**src/tcc_timer_map.svh**
```systemverilog
// Purpose: constants for the capture/compare timer
// Assumes: included by bare name
// Notes:   definitions only
`ifndef TCC_TIMER_MAP_SVH
`define TCC_TIMER_MAP_SVH

// ------------------------------------------------------------
// structure
// ------------------------------------------------------------
`define TCC_NUM_CH        6
`define TCC_CNT_W         16

// ------------------------------------------------------------
// reset values
// ------------------------------------------------------------
`define TCC_CNT_RST       16'h0000
`define TCC_MOD_RST       16'hffff
`define TCC_VAL_RST       16'h0000
`define TCC_DIV_RST       6'h00

// ------------------------------------------------------------
// field encodings
// ------------------------------------------------------------
`define TCC_PSEL_EXT      3'h7
`define TCC_ACT_NONE      2'h0
`define TCC_ACT_TOGGLE    2'h1
`define TCC_ACT_CLEAR     2'h2
`define TCC_ACT_SET       2'h3
`define TCC_EDGE_RISE_BIT 0
`define TCC_EDGE_FALL_BIT 1

// ------------------------------------------------------------
// timing
// ------------------------------------------------------------
`define TCC_CLK_KHZ       10000
`define TCC_EXT_MAX_KHZ   4000
`define TCC_EXT_MIN_CYC   ((`TCC_CLK_KHZ + `TCC_EXT_MAX_KHZ - 1) / `TCC_EXT_MAX_KHZ)

`endif

```
**src/tcc_pkg.sv**
```systemverilog
// Purpose: shared types of the capture/compare timer
// Assumes: constants live in tcc_timer_map.svh
// Notes:   types only
`default_nettype none

package tcc_pkg;
   typedef logic [15:0] tcc_cnt_t;
   typedef enum logic {
      TCC_BSEL_CH0,
      TCC_BSEL_CH1
   } tcc_bsel_t;
endpackage : tcc_pkg

`default_nettype wire

```
**src/tcc_ch_if.sv**
```systemverilog
// Purpose: bundle between the timer core and one channel
// Assumes: one instance per channel
// Notes:   ctl side is the shared counter logic
`default_nettype none

interface tcc_ch_if;
   import tcc_pkg::*;
   logic       clk_en;
   logic       tick_run;
   logic       ovf_evt;
   logic       brk;
   logic       ms;
   logic       en;
   logic       tov;
   logic       wr;
   logic       flag_clr;
   logic       pin_in;
   logic [1:0] edge_act;
   tcc_cnt_t   cnt;
   tcc_cnt_t   cnt_next;
   tcc_cnt_t   wdata;
   tcc_cnt_t   cmp_val;
   tcc_cnt_t   val;
   logic       flag;
   logic       pin_out;
   logic       pin_oe;
   logic       match;
   modport ctl  (output clk_en, tick_run, ovf_evt, brk, ms, en, tov, wr, flag_clr, pin_in, edge_act,
                 cnt, cnt_next, wdata, cmp_val,
                 input  val, flag, pin_out, pin_oe, match);
   modport chan (input  clk_en, tick_run, ovf_evt, brk, ms, en, tov, wr, flag_clr, pin_in, edge_act,
                 cnt, cnt_next, wdata, cmp_val,
                 output val, flag, pin_out, pin_oe, match);
endinterface : tcc_ch_if

`default_nettype wire

```
**src/tcc_channel.sv**
```systemverilog
// Purpose: one input capture / output compare channel
// Assumes: pin input synchronous to clk_sys
// Notes:   edge_act doubles as capture edge select and compare action
`default_nettype none
`include "tcc_timer_map.svh"

module tcc_channel
   import tcc_pkg::*;
(
   input wire logic clk_sys,
   input wire logic rst_n,
   tcc_ch_if.chan   ch
);
   logic     pin_prev_reg;
   tcc_cnt_t val_reg;
   logic     flag_reg;
   logic     pin_reg;
   logic     rise;
   logic     fall;
   logic     cap_evt;
   logic     cmp_evt;

   // ------------------------------------------------------------
   // event detection
   // ------------------------------------------------------------
   always_comb begin
      rise    = ch.pin_in & ~pin_prev_reg;
      fall    = ~ch.pin_in & pin_prev_reg;
      cap_evt = ch.clk_en & ch.en & ~ch.ms & ~ch.brk
                & ((ch.edge_act[`TCC_EDGE_RISE_BIT] & rise) | (ch.edge_act[`TCC_EDGE_FALL_BIT] & fall));
      cmp_evt = ch.en & ch.ms & ch.tick_run & (ch.cnt_next == ch.cmp_val);
   end

   always_ff @(posedge clk_sys or negedge rst_n) begin
      if (!rst_n) begin
         pin_prev_reg <= 1'b0;
      end else if (ch.clk_en) begin
         pin_prev_reg <= ch.pin_in;
      end
   end

   // ------------------------------------------------------------
   // value register: capture beats a software write
   // ------------------------------------------------------------
   always_ff @(posedge clk_sys or negedge rst_n) begin
      if (!rst_n) begin
         val_reg <= `TCC_VAL_RST;
      end else if (cap_evt) begin
         val_reg <= ch.cnt;
      end else if (ch.clk_en && ch.wr) begin
         val_reg <= ch.wdata;
      end
   end

   always_ff @(posedge clk_sys or negedge rst_n) begin
      if (!rst_n) begin
         flag_reg <= 1'b0;
      end else if (cap_evt || cmp_evt) begin
         flag_reg <= 1'b1;
      end else if (ch.clk_en && ch.flag_clr) begin
         flag_reg <= 1'b0;
      end
   end

   // ------------------------------------------------------------
   // pin: compare action wins over toggle on overflow
   // ------------------------------------------------------------
   always_ff @(posedge clk_sys or negedge rst_n) begin
      if (!rst_n) begin
         pin_reg <= 1'b0;
      end else if (ch.clk_en && ch.en && ch.ms) begin
         if (cmp_evt) begin
            case (ch.edge_act)
               `TCC_ACT_TOGGLE: pin_reg <= ~pin_reg;
               `TCC_ACT_CLEAR:  pin_reg <= 1'b0;
               `TCC_ACT_SET:    pin_reg <= 1'b1;
               default:         pin_reg <= pin_reg;
            endcase
         end else if (ch.ovf_evt && ch.tov) begin
            pin_reg <= ~pin_reg;
         end
      end
   end

   assign ch.val     = val_reg;
   assign ch.flag    = flag_reg;
   assign ch.pin_out = pin_reg;
   assign ch.pin_oe  = ch.en & ch.ms & (ch.edge_act != `TCC_ACT_NONE);
   assign ch.match   = cmp_evt;
endmodule : tcc_channel

`default_nettype wire

```
**src/tcc_timer.sv**
```systemverilog
// Purpose: 16-bit capture/compare/PWM timer with six channels
// Assumes: all inputs synchronous to clk_sys; control bits are plain ports
// Notes:   channels 0 and 1 form the two-channel subset; channel 0 buffers via channel 1
//
// Functional notes
// each channel pin capture or compare, independently
// channel 0 adds buffered compare and PWM
// six independent channels share one counter
// capture on rising, falling or either edge
// compare match sets, clears or toggles pin
// 16-bit counter, free-running or modulo
// counter readable anytime without disturbing count
// seven prescaler divisions or external clock
// any channel pin may toggle on overflow
// stop bit halts, reset bit clears counter
// PWM pin toggles at modulo, period overflow-to-overflow
// software picks clear or set for polarity
// period equals modulo plus one prescaled clocks
// pulse width equals channel value in counts
// unbuffered write becomes compare value immediately
// compare on equality only; sync updates
// status/control: ovf enable, flag, stop, reset, prescale
// break halts counter and blocks captures
// modulo reached: wrap to zero, flag overflow
`default_nettype none
`include "tcc_timer_map.svh"

module tcc_timer
   import tcc_pkg::*;
(
   input  wire logic             clk_sys,
   input  wire logic             rst_n,
   input  wire logic             clk_en,
   input  wire logic             brk_active,
   input  wire logic             ext_clk_in,
   input  wire logic [2:0]       presc_sel,
   input  wire logic             cnt_stop,
   input  wire logic             cnt_rst,
   input  wire logic             ovf_ie,
   input  wire logic             ovf_flag_clr,
   output logic                  ovf_flag,
   output logic                  ovf_irq,
   output logic [15:0]           count_val,
   input  wire logic             mod_wr,
   input  wire logic [15:0]      mod_wdata,
   output logic [15:0]           mod_val,
   input  wire logic             ch0_buffered,
   input  wire logic [5:0]       ch_en,
   input  wire logic [5:0]       ch_ms,
   input  wire logic [5:0][1:0]  ch_edge_act,
   input  wire logic [5:0]       ch_tov,
   input  wire logic [5:0]       ch_val_wr,
   input  wire logic [15:0]      ch_val_wdata,
   input  wire logic [5:0]       ch_flag_clr,
   output logic [5:0]            ch_flag,
   output logic [5:0][15:0]      ch_val,
   input  wire logic [5:0]       ch_pin_in,
   output logic [5:0]            ch_pin_out,
   output logic [5:0]            ch_pin_oe
);

   // ------------------------------------------------------------
   // declarations
   // ------------------------------------------------------------
   tcc_cnt_t  cnt_reg;
   tcc_cnt_t  cnt_next;
   tcc_cnt_t  mod_reg;
   logic [5:0] div_reg;
   logic      ext_prev_reg;
   logic      ovf_flag_reg;
   tcc_bsel_t bsel_reg;
   logic      bpend_reg;
   logic      run;
   logic      tick_int;
   logic      tick_ext;
   logic      tick_run;
   logic      ovf_evt;
   logic      buf_wr_idle;
   logic [5:0] ch_match;

   tcc_ch_if chif [`TCC_NUM_CH] ();

   // ------------------------------------------------------------
   // helpers
   // ------------------------------------------------------------
   // divide by 2**sel: tick when the low sel bits of the divider are all ones
   function automatic logic [5:0] div_mask(input logic [2:0] sel);
      logic [6:0] one_hot;
      one_hot  = 7'h01 << sel;
      div_mask = 6'(one_hot - 7'h01);
   endfunction : div_mask

   // ------------------------------------------------------------
   // clock selection and prescaler
   // ------------------------------------------------------------
   // counting is frozen by stop, break and the reset bit alike
   assign run      = clk_en & ~cnt_stop & ~brk_active & ~cnt_rst;
   assign tick_int = ((div_reg & div_mask(presc_sel)) == div_mask(presc_sel));
   // ext input has no synchroniser: pins are synchronous; 4 MHz max still gives 2+ samples
   assign tick_ext = ext_clk_in & ~ext_prev_reg;
   assign tick_run = run & ((presc_sel == `TCC_PSEL_EXT) ? tick_ext : tick_int);

   always_ff @(posedge clk_sys or negedge rst_n) begin
      if (!rst_n) begin
         div_reg <= `TCC_DIV_RST;
      end else if (clk_en && cnt_rst) begin
         div_reg <= `TCC_DIV_RST;
      end else if (run) begin
         div_reg <= div_reg + 6'h01;
      end
   end

   always_ff @(posedge clk_sys or negedge rst_n) begin
      if (!rst_n) begin
         ext_prev_reg <= 1'b0;
      end else if (clk_en) begin
         ext_prev_reg <= ext_clk_in;
      end
   end

   // ------------------------------------------------------------
   // counter and modulo
   // ------------------------------------------------------------
   // modulo reset value all ones makes the counter free-running
   assign ovf_evt  = tick_run & (cnt_reg == mod_reg);
   assign cnt_next = (cnt_reg == mod_reg) ? `TCC_CNT_RST : cnt_reg + 16'h0001;

   always_ff @(posedge clk_sys or negedge rst_n) begin
      if (!rst_n) begin
         cnt_reg <= `TCC_CNT_RST;
      end else if (clk_en && cnt_rst) begin
         cnt_reg <= `TCC_CNT_RST;
      end else if (tick_run) begin
         cnt_reg <= cnt_next;
      end
   end

   always_ff @(posedge clk_sys or negedge rst_n) begin
      if (!rst_n) begin
         mod_reg <= `TCC_MOD_RST;
      end else if (clk_en && mod_wr) begin
         mod_reg <= mod_wdata;
      end
   end

   // ------------------------------------------------------------
   // overflow flag
   // ------------------------------------------------------------
   // a wrap in the clearing cycle keeps the flag set
   always_ff @(posedge clk_sys or negedge rst_n) begin
      if (!rst_n) begin
         ovf_flag_reg <= 1'b0;
      end else if (ovf_evt) begin
         ovf_flag_reg <= 1'b1;
      end else if (clk_en && ovf_flag_clr) begin
         ovf_flag_reg <= 1'b0;
      end
   end

   // ------------------------------------------------------------
   // channel 0 buffering through channel 1
   // ------------------------------------------------------------
   // a write to the idle register is armed and takes over at the next overflow,
   // so a width change never lands mid-period; writes to the live one act at once
   assign buf_wr_idle = (bsel_reg == TCC_BSEL_CH0) ? ch_val_wr[1] : ch_val_wr[0];

   always_ff @(posedge clk_sys or negedge rst_n) begin
      if (!rst_n) begin
         bsel_reg  <= TCC_BSEL_CH0;
         bpend_reg <= 1'b0;
      end else if (clk_en) begin
         if (!ch0_buffered) begin
            bsel_reg  <= TCC_BSEL_CH0;
            bpend_reg <= 1'b0;
         end else if (ovf_evt && bpend_reg) begin
            case (bsel_reg)
               TCC_BSEL_CH0: bsel_reg <= TCC_BSEL_CH1;
               TCC_BSEL_CH1: bsel_reg <= TCC_BSEL_CH0;
               default:      bsel_reg <= TCC_BSEL_CH0;
            endcase
            bpend_reg <= 1'b0;
         end else if (buf_wr_idle) begin
            bpend_reg <= 1'b1;
         end
      end
   end

   // ------------------------------------------------------------
   // channels
   // ------------------------------------------------------------
   genvar gi;
   generate
      for (gi = 0; gi < `TCC_NUM_CH; gi++) begin : g_ch
         assign chif[gi].clk_en   = clk_en;
         assign chif[gi].tick_run = tick_run;
         assign chif[gi].ovf_evt  = ovf_evt;
         assign chif[gi].brk      = brk_active;
         assign chif[gi].ms       = ch_ms[gi];
         assign chif[gi].tov      = ch_tov[gi];
         assign chif[gi].wr       = ch_val_wr[gi];
         assign chif[gi].flag_clr = ch_flag_clr[gi];
         assign chif[gi].pin_in   = ch_pin_in[gi];
         assign chif[gi].edge_act = ch_edge_act[gi];
         assign chif[gi].cnt      = cnt_reg;
         assign chif[gi].cnt_next = cnt_next;
         assign chif[gi].wdata    = ch_val_wdata;
         if (gi == 0) begin : g_buf
            assign chif[gi].en      = ch_en[gi];
            assign chif[gi].cmp_val = (bsel_reg == TCC_BSEL_CH1) ? chif[1].val : chif[0].val;
         end else if (gi == 1) begin : g_pair
            // channel 1 pin is released while it serves as channel 0's buffer
            assign chif[gi].en      = ch_en[gi] & ~ch0_buffered;
            assign chif[gi].cmp_val = chif[gi].val;
         end else begin : g_plain
            assign chif[gi].en      = ch_en[gi];
            assign chif[gi].cmp_val = chif[gi].val;
         end

         tcc_channel u_ch (
            .clk_sys (clk_sys),
            .rst_n   (rst_n),
            .ch      (chif[gi])
         );

         assign ch_val[gi]     = chif[gi].val;
         assign ch_flag[gi]    = chif[gi].flag;
         assign ch_pin_out[gi] = chif[gi].pin_out;
         assign ch_pin_oe[gi]  = chif[gi].pin_oe;
         assign ch_match[gi]   = chif[gi].match;
      end
   endgenerate

   // ------------------------------------------------------------
   // outputs
   // ------------------------------------------------------------
   assign count_val = cnt_reg;
   assign mod_val   = mod_reg;
   assign ovf_flag  = ovf_flag_reg;
   assign ovf_irq   = ovf_flag_reg & ovf_ie;
endmodule : tcc_timer

`default_nettype wire

```
**config.mk**
```make
export PLATFORM = sky130hd
export DESIGN_NAME = tcc_timer
export DESIGN_NICKNAME = d
export VERILOG_FILES = /design/src/tcc_pkg.sv /design/src/tcc_ch_if.sv /design/src/tcc_channel.sv /design/src/tcc_timer.sv
export VERILOG_INCLUDE_DIRS = /design/src
export SDC_FILE = /design/constraint.sdc
export NUM_CORES = 1
export LEC_CHECK = 0
export ABC_AREA = 1
export BUFFER_PORTS_ARGS = -buffer_cell sky130_fd_sc_hd__buf_4
export CAP_MARGIN = 0
export CORE_ASPECT_RATIO = 1.25
export CORE_MARGIN = 2
export CORE_UTILIZATION = 55
export CTS_CLUSTER_DIAMETER = 120
export DETAILED_ROUTE_END_ITERATION = 7
export PLACE_DENSITY_LB_ADDON = 0.15
export SETUP_SLACK_MARGIN = 0.02
export SLEW_MARGIN = 10
export SYNTH_ARGS = -nofsm -noshare
export SYNTH_HDL_FRONTEND = slang
export SYNTH_SLANG_ARGS = --single-unit
```
**constraint.sdc**
```tcl
create_clock -name clk_sys -period 2.95 [get_ports clk_sys]
set_input_delay 0.4425 -clock clk_sys [delete_from_list [all_inputs] [get_ports clk_sys]]
set_output_delay 0.4425 -clock clk_sys [all_outputs]
set_load 0.02 [all_outputs]
```
==> metrics.txt <==
status=complete, but fails checks; failing checks=DRC; worst hold endpoint=g_ch[1].u_ch.pin_prev_reg; max cap viols=0; worst slew pin tran=0.603 ns; worst hold start=ch_pin_in[1]; commonest non-fill, non-tap cell in the layout=nand2_1; unique cell type count in the Yosys netlist=38; final hold violations=0; via count=11,900; Worst Skew=0.0135 ns; drt drc=3; R2R Path End=g_ch[1].u_ch.ch.pin_out; TritonCTS clock tree=yes; wirelength, routed=42,400 um; number of fill cells=1,589; worst-path fanout max=31; number of synthesized flops with an enable pin=0; Avg Inst Size Synth=7.00 um^2; Post-Synthesis Cells=1,461; largest net degree at the start of global routing=60; sequential share of the synthesized area=38.3%; Slew HR=59.7%; RR Startpoint=mod_val[1]; ANT nets after route=0; TritonCTS buffer count=17; max frequency=0.357 GHz; Sink Count=156; R2R depth=17; Root Driver=clkbuf_16; initial core utilization=56.3%; flip-flop count of the largest register after layout=96; Core Region=18,200 um^2; setup repair bufs after CTS=0; Final Power=6.64 mW; share of cells above drive strength 1=23.3%; peak supply drop=417 uV; clk slew on worst S/H paths=0.07 ns; Worst R2R Setup Slack=0.15 ns; Clock Latency Late Sink=0.44 ns; Final Critical Period=2.80 ns; Seq. cell area=3930 um^2; Worst setup SP type=flip-flop; FFs w/ async S/R, synth=100%; num ports=242; Max Buffers Root-to-Sink=2; drt first pass iters=8; synthesized flop and latch total=156; post-DP HPWL=30,900 um; Post-Layout Cell Count=1,946; Crit. Startpoint=mod_val[1]; # setup viols final=0; dominant cell type by count on the critical path=nand2_1; DRT iter0 DRCs=1,745; PwrDens=509 nW/um^2; syn nets=1,557; row cnt=55; Setup crit end kind=flip-flop; crit path kind=flip-flop to flip-flop; prevailing post-synth register cell=dfrtp_1; CP arrival=3.13 ns; Placed Cells=1,913; Overflow after GRT=0; max-slew violations=0; Die H=157 um; initial antenna violation count=0; Leak Pwr=6.69 nW; synth warn=0; RSZ-0062 raised after global routing=true; share of the synthesized area in the top cell type=34.2%; gr usage total=42.1%; antenna cells=0; most area-consuming cells after synthesis=dfrtp_1 34%, nand2_1 14%, nand3_1 12%; Via-to-Cell Ratio=6.09; Syn-to-layout area delta=27.5%; Final Cycle Share=95.0%; Routed wire per std cell=21.8 um; vias in the first global route=10,800; H-tree levels=4; Die Area=19,700 um^2; Crit-path slowest cell=dfstp_2; Syn Std Cell Area=10,200 um^2; slowest stage delay, CP=0.54 ns; die outline width=126 um; worst hold path stage count=3; TNS Setup=0 ns; most frequent cells in the layout=379 x nand2_1, 292 x buf_4, 240 x nand3_1, 161 x inv_1, 148 x nor2_1; Crit path required time=3.27 ns; worst path cell trace=inv_1, nand2_1, nand2_1, nor2_1, nand2_1, nor2_1, nand2_2, buf_12, nand2_4, xor2_1, nand4_1, nor2_2, nand3_1, nand2_1, o21ai_1, nand2_1, nand2_1; Hold Crit Class=input pin to flip-flop; input/output buffers=241; first-pass GRT wire length=62,500 um; RD Place Congestion=1.04; Net count, final=1,801; multi-input combinational cell area=5340 um^2; Yosys top cell by area=dfrtp_1
-- kinds of logic after synthesis --
family,after synthesis,share of synthesized area (%)
AOI/OAI and AO/OA,183,12.6
xor gates and xnor gates,29,2.63
adders and majority gates,2,0.244
buffers and inverters,251,10.4
DFF,156,38.3
and+or+nand+nor,840,35.9
-- power by group --
part / switching, mW / internal, mW
registers: 0.250 / 2.39
clock network: 1.02 / 1.12
logic: 1.13 / 0.730
-- cells in the mapped netlist (2+ instances only) --
master	instances
clkbuf_1	41
buf_1	5
nor3_1	6
nor3_2	2
o21ai_1	2
buf_6	6
nand3_1	240
o221ai_1	77
o21ai_0	37
nor2_2	7
nand2_1	382
a21oi_1	28
nand3b_1	7
dfstp_2	16
clkinv_1	2
buf_4	19
nand2_2	11
inv_2	16
o211ai_1	19
xor2_1	27
ha_1	2
and3_1	2
xor2_2	2
nand2_4	7
o22ai_1	16
inv_1	161
dfrtp_1	140
nand4_1	21
nor2_1	151
-- critical path, delay by kind of cell, from the launching register on --
| family | cells | cell delay (ns) |
|---|---|---|
| AO/OA/AOI/OAI | 1 | 0.06 |
| XOR/XNOR | 1 | 0.24 |
| flip-flops | 1 | 0.54 |
| AND/OR/NAND/NOR | 13 | 1.54 |
| buffers and inverters | 2 | 0.28 |
-- how the worst max path moves through the flow --
| stage | to | slack [ns] | cells past startpoint |
|---|---|---|---|
| final | g_ch[1].u_ch.ch.pin_out | 0.15 | 17 |
| after global routing | g_ch[0].u_ch.ch.pin_out | 0.006 | 18 |
| after CTS | g_ch[4].u_ch.ch.pin_out | 0.09 | 16 |
| after detailed placement | g_ch[4].u_ch.ch.pin_out | 0.07 | 17 |
| after global placement | g_ch[4].u_ch.ch.pin_out | 0.14 | 17 |
| after floorplan | g_ch[4].u_ch.ch.pin_out | 0.45 | 14 |
-- stage by stage --
stage / util, % / hold WS [ns] / instance area, um^2 / worst slack (ns)
global placement: 68.2 / 0.441 / 12400 / 0.139
CTS: 71.3 / 0.224 / 13000 / 0.0880
floorplan: - / 0.147 / 10200 / 0.447
global route: 71.8 / 0.233 / 13000 / 0.00574
finish: 71.8 / 0.229 / 13000 / 0.147
detailed placement: 68.2 / 0.452 / 12400 / 0.0738
-- repair_timing --
item                                    4_1_cts  5_1_grt
pin swaps                                     0        1
endpoints found under the setup margin        1        6
endpoints found under the hold margin         7        0
hold buffers                                  1        0
gates resized for setup                       1       19
-- cell type report --
class	instances	share of cell area, %
timing repair buffer	297	17.4
inverter	179	5.15
multi-input combinational	1054	40.9
clock inverter	14	0.968
sequential	156	30.1
tap	228	2.19
clock buffer	18	3.29
-- routing by layer --
metal | vias up | wire [um] | GRT usage (%)
met2 | 871 | 18400 | 63.3
li1 | 5373 | - | -
met3 | 207 | 5940 | 12.2
met5 | - | 0 | 0
met1 | 5409 | 15100 | 54.6
met4 | 0 | 3020 | 23.5
(Power assumes the default switching activity.)
